File: src/rtl/dih_map.vh
// Purpose: register indexes, field positions, reset values of the sync override block
// Assumes: register index is the printed offset, byte address is four times the index
// Notes:   included by its bare name
`ifndef DIH_MAP_VH
`define DIH_MAP_VH

// register indexes (byte address = index * 4)
`define DIH_IDX_ENABLES      10'h06a
`define DIH_IDX_LOW_WIDTH    10'h06b
`define DIH_IDX_LOW_PORCH    10'h06c
`define DIH_IDX_MODE         10'h070
`define DIH_IDX_STATUS       10'h071

// enables register fields
`define DIH_BIT_BP_EN        7
`define DIH_BIT_BP_HI_MSB    5
`define DIH_BIT_BP_HI_LSB    4
`define DIH_BIT_SW_EN        3
`define DIH_BIT_SW_HI_MSB    1
`define DIH_BIT_SW_HI_LSB    0

// mode register fields
`define DIH_BIT_DUAL_EN      0
`define DIH_BIT_INDEP        1
`define DIH_BIT_PORT_SEL     2

// status register fields
`define DIH_STAT_BP_LSB      0
`define DIH_STAT_SW_LSB      16

// reset values
`define DIH_RST_ENABLE       1'b0
`define DIH_RST_VALUE        10'h000
`define DIH_RST_MODE         3'h0

`endif

File: src/rtl/dih_line_regen.v
// Purpose: measures and regenerates horizontal sync width and back porch for one port
// Assumes: hs_in and de_in come from logic on core_clk, active high
// Notes:   the value measured on one line steers the next line
`timescale 1ns/100ps
module dih_line_regen #(
    parameter W = 10
) (
    core_clk,
    sys_rst,
    ce,
    dual_en,
    hs_in,
    de_in,
    bp_ov_en,
    bp_ov_val,
    sw_ov_en,
    sw_ov_val,
    hs_out_r,
    bp_out_r,
    act_start_r,
    meas_bp_r,
    meas_sw_r
);
    input  wire         core_clk;
    input  wire         sys_rst;
    input  wire         ce;
    input  wire         dual_en;
    input  wire         hs_in;
    input  wire         de_in;
    input  wire         bp_ov_en;
    input  wire [W-1:0] bp_ov_val;
    input  wire         sw_ov_en;
    input  wire [W-1:0] sw_ov_val;
    output reg          hs_out_r;
    output reg          bp_out_r;
    output reg          act_start_r;
    output reg  [W-1:0] meas_bp_r;
    output reg  [W-1:0] meas_sw_r;

    localparam M_IDLE  = 2'd0;
    localparam M_SYNC  = 2'd1;
    localparam M_PORCH = 2'd2;
    localparam [W-1:0] ONE = {{(W-1){1'b0}}, 1'b1};
    localparam [W-1:0] MAX = {W{1'b1}};

    reg         hs_d_r;
    reg         de_d_r;
    reg [1:0]   mst_r;
    reg [W-1:0] mcnt_r;
    reg [1:0]   gst_r;
    reg [W-1:0] gcnt_r;
    reg [W-1:0] gsw_r;
    reg [W-1:0] gbp_r;
    wire        hs_rise = hs_in & ~hs_d_r;
    wire        hs_fall = ~hs_in & hs_d_r;
    wire        de_rise = de_in & ~de_d_r;
    // chosen source, clamped to one cycle so a zero never stalls the line
    wire [W-1:0] sw_sel = sw_ov_en ? sw_ov_val : meas_sw_r;
    wire [W-1:0] bp_sel = bp_ov_en ? bp_ov_val : meas_bp_r;
    wire [W-1:0] sw_use = (sw_sel == {W{1'b0}}) ? ONE : sw_sel;
    wire [W-1:0] bp_use = (bp_sel == {W{1'b0}}) ? ONE : bp_sel;
    wire [W-1:0] mcnt_inc = (mcnt_r == MAX) ? MAX : mcnt_r + ONE;

    // measure sync width and back porch of the incoming line
    always @(posedge core_clk or posedge sys_rst) begin
        if (sys_rst) begin
            hs_d_r    <= 1'b0;
            de_d_r    <= 1'b0;
            mst_r     <= M_IDLE;
            mcnt_r    <= {W{1'b0}};
            meas_bp_r <= {W{1'b0}};
            meas_sw_r <= {W{1'b0}};
        end else if (ce) begin
            hs_d_r <= hs_in;
            de_d_r <= de_in;
            if (hs_rise) begin
                mst_r  <= M_SYNC;
                mcnt_r <= ONE;
            end else begin
                case (mst_r)
                    M_SYNC: begin
                        if (hs_fall) begin
                            meas_sw_r <= mcnt_r;
                            mst_r     <= M_PORCH;
                            mcnt_r    <= ONE;
                        end else begin
                            mcnt_r <= mcnt_inc;
                        end
                    end
                    M_PORCH: begin
                        if (de_rise) begin
                            meas_bp_r <= mcnt_r;
                            mst_r     <= M_IDLE;
                        end else begin
                            mcnt_r <= mcnt_inc;
                        end
                    end
                    default: mst_r <= M_IDLE;
                endcase
            end
        end
    end

    // regenerate the line; settings are taken only at the sync edge
    always @(posedge core_clk or posedge sys_rst) begin
        if (sys_rst) begin
            gst_r       <= M_IDLE;
            gcnt_r      <= {W{1'b0}};
            gsw_r       <= ONE;
            gbp_r       <= ONE;
            hs_out_r    <= 1'b0;
            bp_out_r    <= 1'b0;
            act_start_r <= 1'b0;
        end else if (ce) begin
            act_start_r <= 1'b0;
            if (!dual_en) begin
                // plain path: pass timing through one flop stage
                gst_r       <= M_IDLE;
                hs_out_r    <= hs_in;
                bp_out_r    <= 1'b0;
                act_start_r <= de_rise;
            end else if (hs_rise) begin
                gsw_r    <= sw_use;
                gbp_r    <= bp_use;
                gst_r    <= M_SYNC;
                gcnt_r   <= ONE;
                hs_out_r <= 1'b1;
                bp_out_r <= 1'b0;
            end else begin
                case (gst_r)
                    M_SYNC: begin
                        if (gcnt_r >= gsw_r) begin
                            hs_out_r <= 1'b0;
                            bp_out_r <= 1'b1;
                            gst_r    <= M_PORCH;
                            gcnt_r   <= ONE;
                        end else begin
                            gcnt_r <= gcnt_r + ONE;
                        end
                    end
                    M_PORCH: begin
                        if (gcnt_r >= gbp_r) begin
                            bp_out_r    <= 1'b0;
                            act_start_r <= 1'b1;
                            gst_r       <= M_IDLE;
                        end else begin
                            gcnt_r <= gcnt_r + ONE;
                        end
                    end
                    default: begin
                        hs_out_r <= 1'b0;
                        bp_out_r <= 1'b0;
                        gst_r    <= M_IDLE;
                    end
                endcase
            end
        end
    end
endmodule

File: src/rtl/dih_sync_override.v
// Purpose: APB register front end and two-port sync timing regeneration for dual-image video
// Assumes: core_clk is the pixel clock, video timing inputs are on the same clock
// Notes:   one extra wait state on every APB access; ce low freezes everything
//          status register is read-only, writes to it complete without error
//          10-bit values span two registers; a split update may mix for one line
//          video inputs are on core_clk already, so they pass no synchroniser
`timescale 1ns/100ps
`include "dih_map.vh"
module dih_sync_override (
    core_clk,
    sys_rst,
    ce,
    psel,
    penable,
    pwrite,
    paddr,
    pwdata,
    prdata,
    pready,
    pslverr,
    p0_hs_in,
    p0_de_in,
    p1_hs_in,
    p1_de_in,
    p0_hs_out,
    p0_bp_out,
    p0_act_start,
    p1_hs_out,
    p1_bp_out,
    p1_act_start
);
    input  wire        core_clk;
    input  wire        sys_rst;
    input  wire        ce;
    input  wire        psel;
    input  wire        penable;
    input  wire        pwrite;
    input  wire [11:0] paddr;
    input  wire [31:0] pwdata;
    output wire [31:0] prdata;
    output wire        pready;
    output wire        pslverr;
    input  wire        p0_hs_in;
    input  wire        p0_de_in;
    input  wire        p1_hs_in;
    input  wire        p1_de_in;
    output wire        p0_hs_out;
    output wire        p0_bp_out;
    output wire        p0_act_start;
    output wire        p1_hs_out;
    output wire        p1_bp_out;
    output wire        p1_act_start;

    // port 0 override fields
    reg        back_porch_override_enable_r;
    reg [9:0]  back_porch_override_value_r;
    reg        sync_width_override_enable_r;
    reg [9:0]  sync_width_override_value_r;

    // port 1 override fields
    reg        back_porch_override_enable_port1_r;
    reg [9:0]  back_porch_override_value_port1_r;
    reg        sync_width_override_enable_port1_r;
    reg [9:0]  sync_width_override_value_port1_r;

    // mode: dual-image enable, independent/splitter, selected port
    reg [2:0]  mode_r;

    // bus answer, registered so the bus sees clean flop outputs
    reg [31:0] prdata_r;
    reg        pready_r;
    reg        pslverr_r;
    // next read word and decode hit, from the read mux
    reg [31:0] rd_nxt;
    reg        hit_nxt;

    // measured timing of each port, seen through the status register
    wire [9:0] p0_meas_bp;
    wire [9:0] p0_meas_sw;
    wire [9:0] p1_meas_bp;
    wire [9:0] p1_meas_sw;

    // word index; the two byte-lane bits of paddr are ignored
    wire [9:0] idx       = paddr[11:2];
    wire       dual_en   = mode_r[`DIH_BIT_DUAL_EN];
    wire       indep     = mode_r[`DIH_BIT_INDEP];
    wire       port_sel  = mode_r[`DIH_BIT_PORT_SEL];

    // outside independent mode both ports share one setting, so writes mirror
    wire       tgt_p0    = ~indep | ~port_sel;
    wire       tgt_p1    = ~indep | port_sel;
    wire       rd_p1     = indep & port_sel;

    // write lands only on the completing access edge
    // pslverr blocks the write, so a bad index never aliases a register
    wire       acc_done  = psel & penable & pready_r;
    wire       wr_stb    = acc_done & pwrite & ~pslverr_r;
    wire       wr_en     = wr_stb & (idx == `DIH_IDX_ENABLES);
    wire       wr_lw     = wr_stb & (idx == `DIH_IDX_LOW_WIDTH);
    wire       wr_lp     = wr_stb & (idx == `DIH_IDX_LOW_PORCH);
    wire       wr_mode   = wr_stb & (idx == `DIH_IDX_MODE);

    // selected field set, seen by reads
    // outside independent mode this is port 0; port 1 fields written apart in independent mode stay unseen
    wire       sel_bp_en = rd_p1 ? back_porch_override_enable_port1_r
                                 : back_porch_override_enable_r;
    wire [9:0] sel_bp    = rd_p1 ? back_porch_override_value_port1_r
                                 : back_porch_override_value_r;
    wire       sel_sw_en = rd_p1 ? sync_width_override_enable_port1_r
                                 : sync_width_override_enable_r;
    wire [9:0] sel_sw    = rd_p1 ? sync_width_override_value_port1_r
                                 : sync_width_override_value_r;

    // measured timing of the same port, for the status word
    wire [9:0] sel_mbp   = rd_p1 ? p1_meas_bp : p0_meas_bp;
    wire [9:0] sel_msw   = rd_p1 ? p1_meas_sw : p0_meas_sw;

    assign prdata  = prdata_r;
    assign pready  = pready_r;
    assign pslverr = pslverr_r;

    // read mux and address decode; reserved bits read as zero
    // the mux reaches the bus only through prdata_r, so it may glitch freely
    always @* begin
        rd_nxt  = 32'h00000000;
        hit_nxt = 1'b1;
        case (idx)
            // enables and the high bits of both override values
            `DIH_IDX_ENABLES: begin
                rd_nxt[`DIH_BIT_BP_EN] = sel_bp_en;
                rd_nxt[`DIH_BIT_BP_HI_MSB:`DIH_BIT_BP_HI_LSB] = sel_bp[9:8];
                rd_nxt[`DIH_BIT_SW_EN] = sel_sw_en;
                rd_nxt[`DIH_BIT_SW_HI_MSB:`DIH_BIT_SW_HI_LSB] = sel_sw[9:8];
            end
            // low byte of the sync-width override
            `DIH_IDX_LOW_WIDTH: begin
                rd_nxt[7:0] = sel_sw[7:0];
            end
            // low byte of the back-porch override
            `DIH_IDX_LOW_PORCH: begin
                rd_nxt[7:0] = sel_bp[7:0];
            end
            // mode bits read back as written
            `DIH_IDX_MODE: begin
                rd_nxt[2:0] = mode_r;
            end
            // measured timing, read-only
            `DIH_IDX_STATUS: begin
                rd_nxt[`DIH_STAT_BP_LSB+9:`DIH_STAT_BP_LSB] = sel_mbp;
                rd_nxt[`DIH_STAT_SW_LSB+9:`DIH_STAT_SW_LSB] = sel_msw;
            end
            // anything else is refused with pslverr
            default: begin
                hit_nxt = 1'b0;
            end
        endcase
    end

    // answer one cycle into the access phase, dropped after the completing edge
    // the wait cycle gives the read mux a full cycle from the address
    // ce low stretches the wait, since the answer flops freeze too
    always @(posedge core_clk or posedge sys_rst) begin
        if (sys_rst) begin
            prdata_r  <= 32'h00000000;
            pready_r  <= 1'b0;
            pslverr_r <= 1'b0;
        end else if (ce) begin
            if (psel & penable & ~pready_r) begin
                pready_r  <= 1'b1;
                pslverr_r <= ~hit_nxt;
                prdata_r  <= (pwrite | ~hit_nxt) ? 32'h00000000 : rd_nxt;
            end else begin
                pready_r  <= 1'b0;
                pslverr_r <= 1'b0;
                // read data stands for the answer cycle only
                prdata_r  <= 32'h00000000;
            end
        end
    end

    // mode register
    // dual off passes timing straight through; the port select only
    // matters once the independent bit is set
    always @(posedge core_clk or posedge sys_rst) begin
        if (sys_rst) begin
            mode_r <= `DIH_RST_MODE;
        end else if (ce && wr_mode) begin
            mode_r <= pwdata[2:0];
        end
    end

    // port 0 override fields
    // high bits and low byte land separately; the regenerator samples them
    // only at a sync edge, so update both parts within one line
    always @(posedge core_clk or posedge sys_rst) begin
        if (sys_rst) begin
            back_porch_override_enable_r <= `DIH_RST_ENABLE;
            back_porch_override_value_r  <= `DIH_RST_VALUE;
            sync_width_override_enable_r <= `DIH_RST_ENABLE;
            sync_width_override_value_r  <= `DIH_RST_VALUE;
        end else if (ce && tgt_p0) begin
            if (wr_en) begin
                back_porch_override_enable_r     <= pwdata[`DIH_BIT_BP_EN];
                back_porch_override_value_r[9:8] <=
                    pwdata[`DIH_BIT_BP_HI_MSB:`DIH_BIT_BP_HI_LSB];
                sync_width_override_enable_r     <= pwdata[`DIH_BIT_SW_EN];
                sync_width_override_value_r[9:8] <=
                    pwdata[`DIH_BIT_SW_HI_MSB:`DIH_BIT_SW_HI_LSB];
            end
            // low bytes, each in its own register
            if (wr_lw) begin
                sync_width_override_value_r[7:0] <= pwdata[7:0];
            end
            if (wr_lp) begin
                back_porch_override_value_r[7:0] <= pwdata[7:0];
            end
        end
    end

    // port 1 override fields, a separate set reached through the port select
    // written together with port 0 unless independent mode picks one
    always @(posedge core_clk or posedge sys_rst) begin
        if (sys_rst) begin
            back_porch_override_enable_port1_r <= `DIH_RST_ENABLE;
            back_porch_override_value_port1_r  <= `DIH_RST_VALUE;
            sync_width_override_enable_port1_r <= `DIH_RST_ENABLE;
            sync_width_override_value_port1_r  <= `DIH_RST_VALUE;
        end else if (ce && tgt_p1) begin
            if (wr_en) begin
                back_porch_override_enable_port1_r     <= pwdata[`DIH_BIT_BP_EN];
                back_porch_override_value_port1_r[9:8] <=
                    pwdata[`DIH_BIT_BP_HI_MSB:`DIH_BIT_BP_HI_LSB];
                sync_width_override_enable_port1_r     <= pwdata[`DIH_BIT_SW_EN];
                sync_width_override_value_port1_r[9:8] <=
                    pwdata[`DIH_BIT_SW_HI_MSB:`DIH_BIT_SW_HI_LSB];
            end
            // low bytes, each in its own register
            if (wr_lw) begin
                sync_width_override_value_port1_r[7:0] <= pwdata[7:0];
            end
            if (wr_lp) begin
                back_porch_override_value_port1_r[7:0] <= pwdata[7:0];
            end
        end
    end

    // port 0 timing path
    // both paths share dual_en; a mode change acts at once, the overrides
    // only at each port's next sync edge
    dih_line_regen #(
        .W (10)
    ) u_port0 (
        .core_clk    (core_clk),
        .sys_rst     (sys_rst),
        .ce          (ce),
        .dual_en     (dual_en),
        .hs_in       (p0_hs_in),
        .de_in       (p0_de_in),
        .bp_ov_en    (back_porch_override_enable_r),
        .bp_ov_val   (back_porch_override_value_r),
        .sw_ov_en    (sync_width_override_enable_r),
        .sw_ov_val   (sync_width_override_value_r),
        .hs_out_r    (p0_hs_out),
        .bp_out_r    (p0_bp_out),
        .act_start_r (p0_act_start),
        .meas_bp_r   (p0_meas_bp),
        .meas_sw_r   (p0_meas_sw)
    );

    // port 1 timing path
    // same regenerator, fed from the port 1 field set
    dih_line_regen #(
        .W (10)
    ) u_port1 (
        .core_clk    (core_clk),
        .sys_rst     (sys_rst),
        .ce          (ce),
        .dual_en     (dual_en),
        .hs_in       (p1_hs_in),
        .de_in       (p1_de_in),
        .bp_ov_en    (back_porch_override_enable_port1_r),
        .bp_ov_val   (back_porch_override_value_port1_r),
        .sw_ov_en    (sync_width_override_enable_port1_r),
        .sw_ov_val   (sync_width_override_value_port1_r),
        .hs_out_r    (p1_hs_out),
        .bp_out_r    (p1_bp_out),
        .act_start_r (p1_act_start),
        .meas_bp_r   (p1_meas_bp),
        .meas_sw_r   (p1_meas_sw)
    );
endmodule

File: config.mk
export PLATFORM = sky130hd
export DESIGN_NAME = dih_sync_override
export DESIGN_NICKNAME = d
export VERILOG_FILES = /design/src/rtl/dih_line_regen.v /design/src/rtl/dih_sync_override.v
export VERILOG_INCLUDE_DIRS = /design/src /design/src/rtl
export SDC_FILE = /design/constraint.sdc
export NUM_CORES = 1
export LEC_CHECK = 0
export BUFFER_PORTS_ARGS = -buffer_cell sky130_fd_sc_hd__buf_2
export CAP_MARGIN = 20
export CORE_MARGIN = 4
export CORE_UTILIZATION = 45
export DETAILED_ROUTE_END_ITERATION = 12
export MAX_ROUTING_LAYER = met4
export PLACE_DENSITY = 0.75
export SETUP_SLACK_MARGIN = 0.4
export SLEW_MARGIN = 0
export SYNTH_ARGS = -nofsm -noshare
export SYNTH_HDL_FRONTEND = slang
export SYNTH_SLANG_ARGS = --single-unit
File: constraint.sdc
create_clock -name core_clk -period 8.3 [get_ports core_clk]
set_input_delay 0.83 -clock core_clk [delete_from_list [all_inputs] [get_ports core_clk]]
set_output_delay 0.83 -clock core_clk [all_outputs]
set_load 0.05 [all_outputs]
==> metrics.md <==
| Metric | Value |
|---|---|
| Total number of vias | 8749 |
| Final setup margin | roughly 5 ns |
| Static leakage | 5.56 nW |
| CP Max Fanout | 55 |
| Buffer depth of the longest clock path | 3 |
| Final Cycle Share | between 30% and 40% |
| VDD IR max | 0.145 mV |
| Pre-antenna DRT Iters | 5 |
| Vias in the first global route | 8336 |
| Hold Crit Class | reg -> reg |
| WL per Instance | 19.1 µm |
| Setup_tns | 0 ns |
| Area of the die | 27400 µm² |
| Mapped Cells | about 1100 |
| # IOs | 94 |
| Total GRT Usage | around a fifth |
| # fillers | 2093 |
| CP endpoint kind | flop |
| CTS H-Tree Depth | 1 |
| Clk root buf | clkbuf_16 |
| Max Freq | 312 MHz |
| Final setup fails | 0 |
| Yosys reg bits | 205 |
| Worst rel slew slack | 42.6% |
| Final Hold Fails | 0 |
| Yosys top cell area share | 45.1% |
| Initial antenna violation count | 2 |
| GPL Wtd Cong | 0.924 |
| Hold Slack | 0.476 ns |
| Die X | ~170 µm |
| CP required | roughly 8.7 ns |
| Start point of the worst hold path | u_port1.gsw_r[4] |
| DP Cell Count | 1438 |
| Primary FF master, synth | dfrtp_1 |
| Clock Sinks | 205 |
| Hold_buf cts | 0 |
| DPL Wire Length | 20200 µm |
| # resized after CTS | 0 |
| Layout area overhead | 12.7% |
| CP arrival | 3.59 ns |
| Max-capacitance violation count | 0 |
| Post-synth EDFFs | 0 |
| Cell area after placement | 11700 µm² |
| Setup WS pre-CTS | 4.66 ns |
| Leading area contributor after synthesis | dfrtp_1 |
| Global-route wire length before repair | ~45000 µm |
| Max reg flops | 20 |
| Multi-input gate area | 5480 µm² |
| Antenna-violating nets left | 0 |
| Share of cells above drive strength 1 | 18.4% |
| Power density cells | 201 nW/µm² |
| Synth async-reset ratio | between 90% and 100% |
| Launch point of the worst reg-to-reg path | u_port0.gcnt_r[0] |
| Crit path kind | in -> reg |
| Clock transition at path regs | around 0.06 ns |
| Avg Cell Area, Syn | 10.2 µm² |
| Rows | 57 |
| RSZ-0062 raised after global routing | false |
| Synth area leaders | dfrtp_1 (45%), mux2_2 (9.1%), ha_1 (5.8%), mux2i_1 (4.9%), nand2_1 (3.9%) |
| Max-slew violations | 0 |
| Final Non-Filler Cells | 1482 |
| Period minus WS final | about 3.2 ns |
| Cell area after synthesis | 11200 µm² |
| Drt via density | between 5 and 6 |
| Worst-skew pair later-pin latency | slightly above 0.5 ns |
| Syn. warnings | 0 |
| Total global routing overflow | 0 |
| Setup bufs post-CTS | 0 |
| Crit path from | ce |
| Status | completed |
| Final #Nets | 1246 |
| Largest net degree at the start of global routing | 127 |
| Final instance area | 12600 µm² |
| Initial core utilization | 45.9% |
| Core Area | 24300 µm² |
| DRC Markers | 0 |
| TritonCTS Buffers | 22 |
| DIE HEIGHT | 165 µm |
| Drt total wl | between 20000 and 30000 µm |
| Register Area | around 5100 µm² |
| Measured slew at the worst slew-check pin | about 0.86 ns |
| Clock skew | 0.0112 ns |
| Port Buffers | 55 |
| DR iter-0 viols | 780 |
| Post-synthesis sequential area ratio | a little under half |
| TritonCTS clock tree | done |
| Netlist cell types | 71 |
| Setup crit start kind | input pin |
-- path summary, 6_finish.rpt --
kind | slack, ns | depth (start not counted) | to
min in group asynchronous | 0.50 | 2 | u_port1.mcnt_r[7]
setup / recovery | 5.10 | 8 | sync_width_override_value_port1_r[7]
max in group asynchronous | 6.66 | 4 | u_port1.gbp_r[0]
hold reg to reg | 0.48 | 2 | u_port1.gsw_r[4]
hold / removal | 0.48 | 2 | u_port1.gsw_r[4]
setup reg to reg | 5.66 | 8 | u_port0.gcnt_r[0]
-- critical path, stage by stage --
cell and delay (ns):
buf_2 0.08, buf_4 0.49, nand3_1 0.25, nor3_2 0.23, nand4_1 0.28, a21oi_1 0.38
nor2b_1 0.63, mux2_2 0.41
-- cells by family (layout without fill, tap and decap cells) --
family | Yosys count | after routing | share of synthesized area (%)
AND/OR/NAND/NOR | 279 | 279 | 12.3
AO/OA/AOI/OAI | 272 | 272 | 16.0
flip-flops | 205 | 205 | 46.0
multiplexers | 148 | 148 | 14.5
buffers and inverters | 141 | 188 | 5.26
adder cells (fa/ha/maj) | 52 | 52 | 5.83
other | 1 | 14 | 0.0336
-- layout by cell type (no fill, tap or decap), types with 32 or more instances in the layout --
cell type	instances
a21oi_1	52
buf_2	55
dfrtp_1	201
ha_1	52
inv_1	83
mux2_2	90
mux2i_1	55
nand2_1	117
o21ai_0	74
o22ai_1	32
-- power breakdown --
| part | switching [mW] | internal, mW | total, mW | leakage (nW) |
|---|---|---|---|---|
| registers | 0.0817 | 1.05 | 1.13 | 2.78 |
| logic | 0.152 | 0.0968 | 0.249 | 2.36 |
| clock network | 0.416 | 0.727 | 1.14 | 0.411 |
| total | 0.650 | 1.88 | 2.53 | 5.56 |
-- cell usage after synthesis (3+ instances only) --
master and n:
a211oi_1 13, a21o_1 8, a21oi_1 52, a22o_1 15, a311oi_1 6, a31oi_1 10, a32o_1 3, and2_1 5
and3_1 16, buf_1 4, buf_2 7, buf_4 13, clkbuf_1 33, dfrtp_1 201, dfstp_2 4, ha_1 52
inv_1 84, mux2_2 90, mux2i_1 55, nand2_1 117, nand2b_1 15, nand3_1 26, nand4_1 12, nor2_1 29
nor2b_1 13, nor3_1 15, nor3b_1 5, nor4_1 6, o211ai_1 4, o21a_1 6, o21ai_0 74, o22ai_1 32
o31ai_1 11, o32ai_1 3, o41ai_1 4, or4_1 7
-- metrics by stage --
| step | total power, mW | utilization [%] |
|---|---|---|
| floorplan | 1.31 | - |
| global placement | 1.38 | 48.0 |
| detailed placement | 1.40 | 48.0 |
| CTS | 2.53 | 51.5 |
| global route | 2.61 | 51.7 |
| finish | 2.53 | 51.7 |
-- metal layers --
layer  wire [µm]  vias up  GRT usage (%)
met2       12500      345           31.2
met5           0        -              -
met4         583        0           5.10
met1       12800     4300           30.4
met3        2560       43           3.90
li1            -     4061              -
-- final cells by class --
type	instances	share of cell area, %
diodes	2	0.0398
clock buffers	29	5.07
inverters	84	2.57
flip-flops and latches	205	40.8
clock inverters	11	1.67
well taps	324	3.22
multi-input cells	763	43.5
repair buffers	64	3.04
No activity file was read; power rests on OpenSTA's default activity.
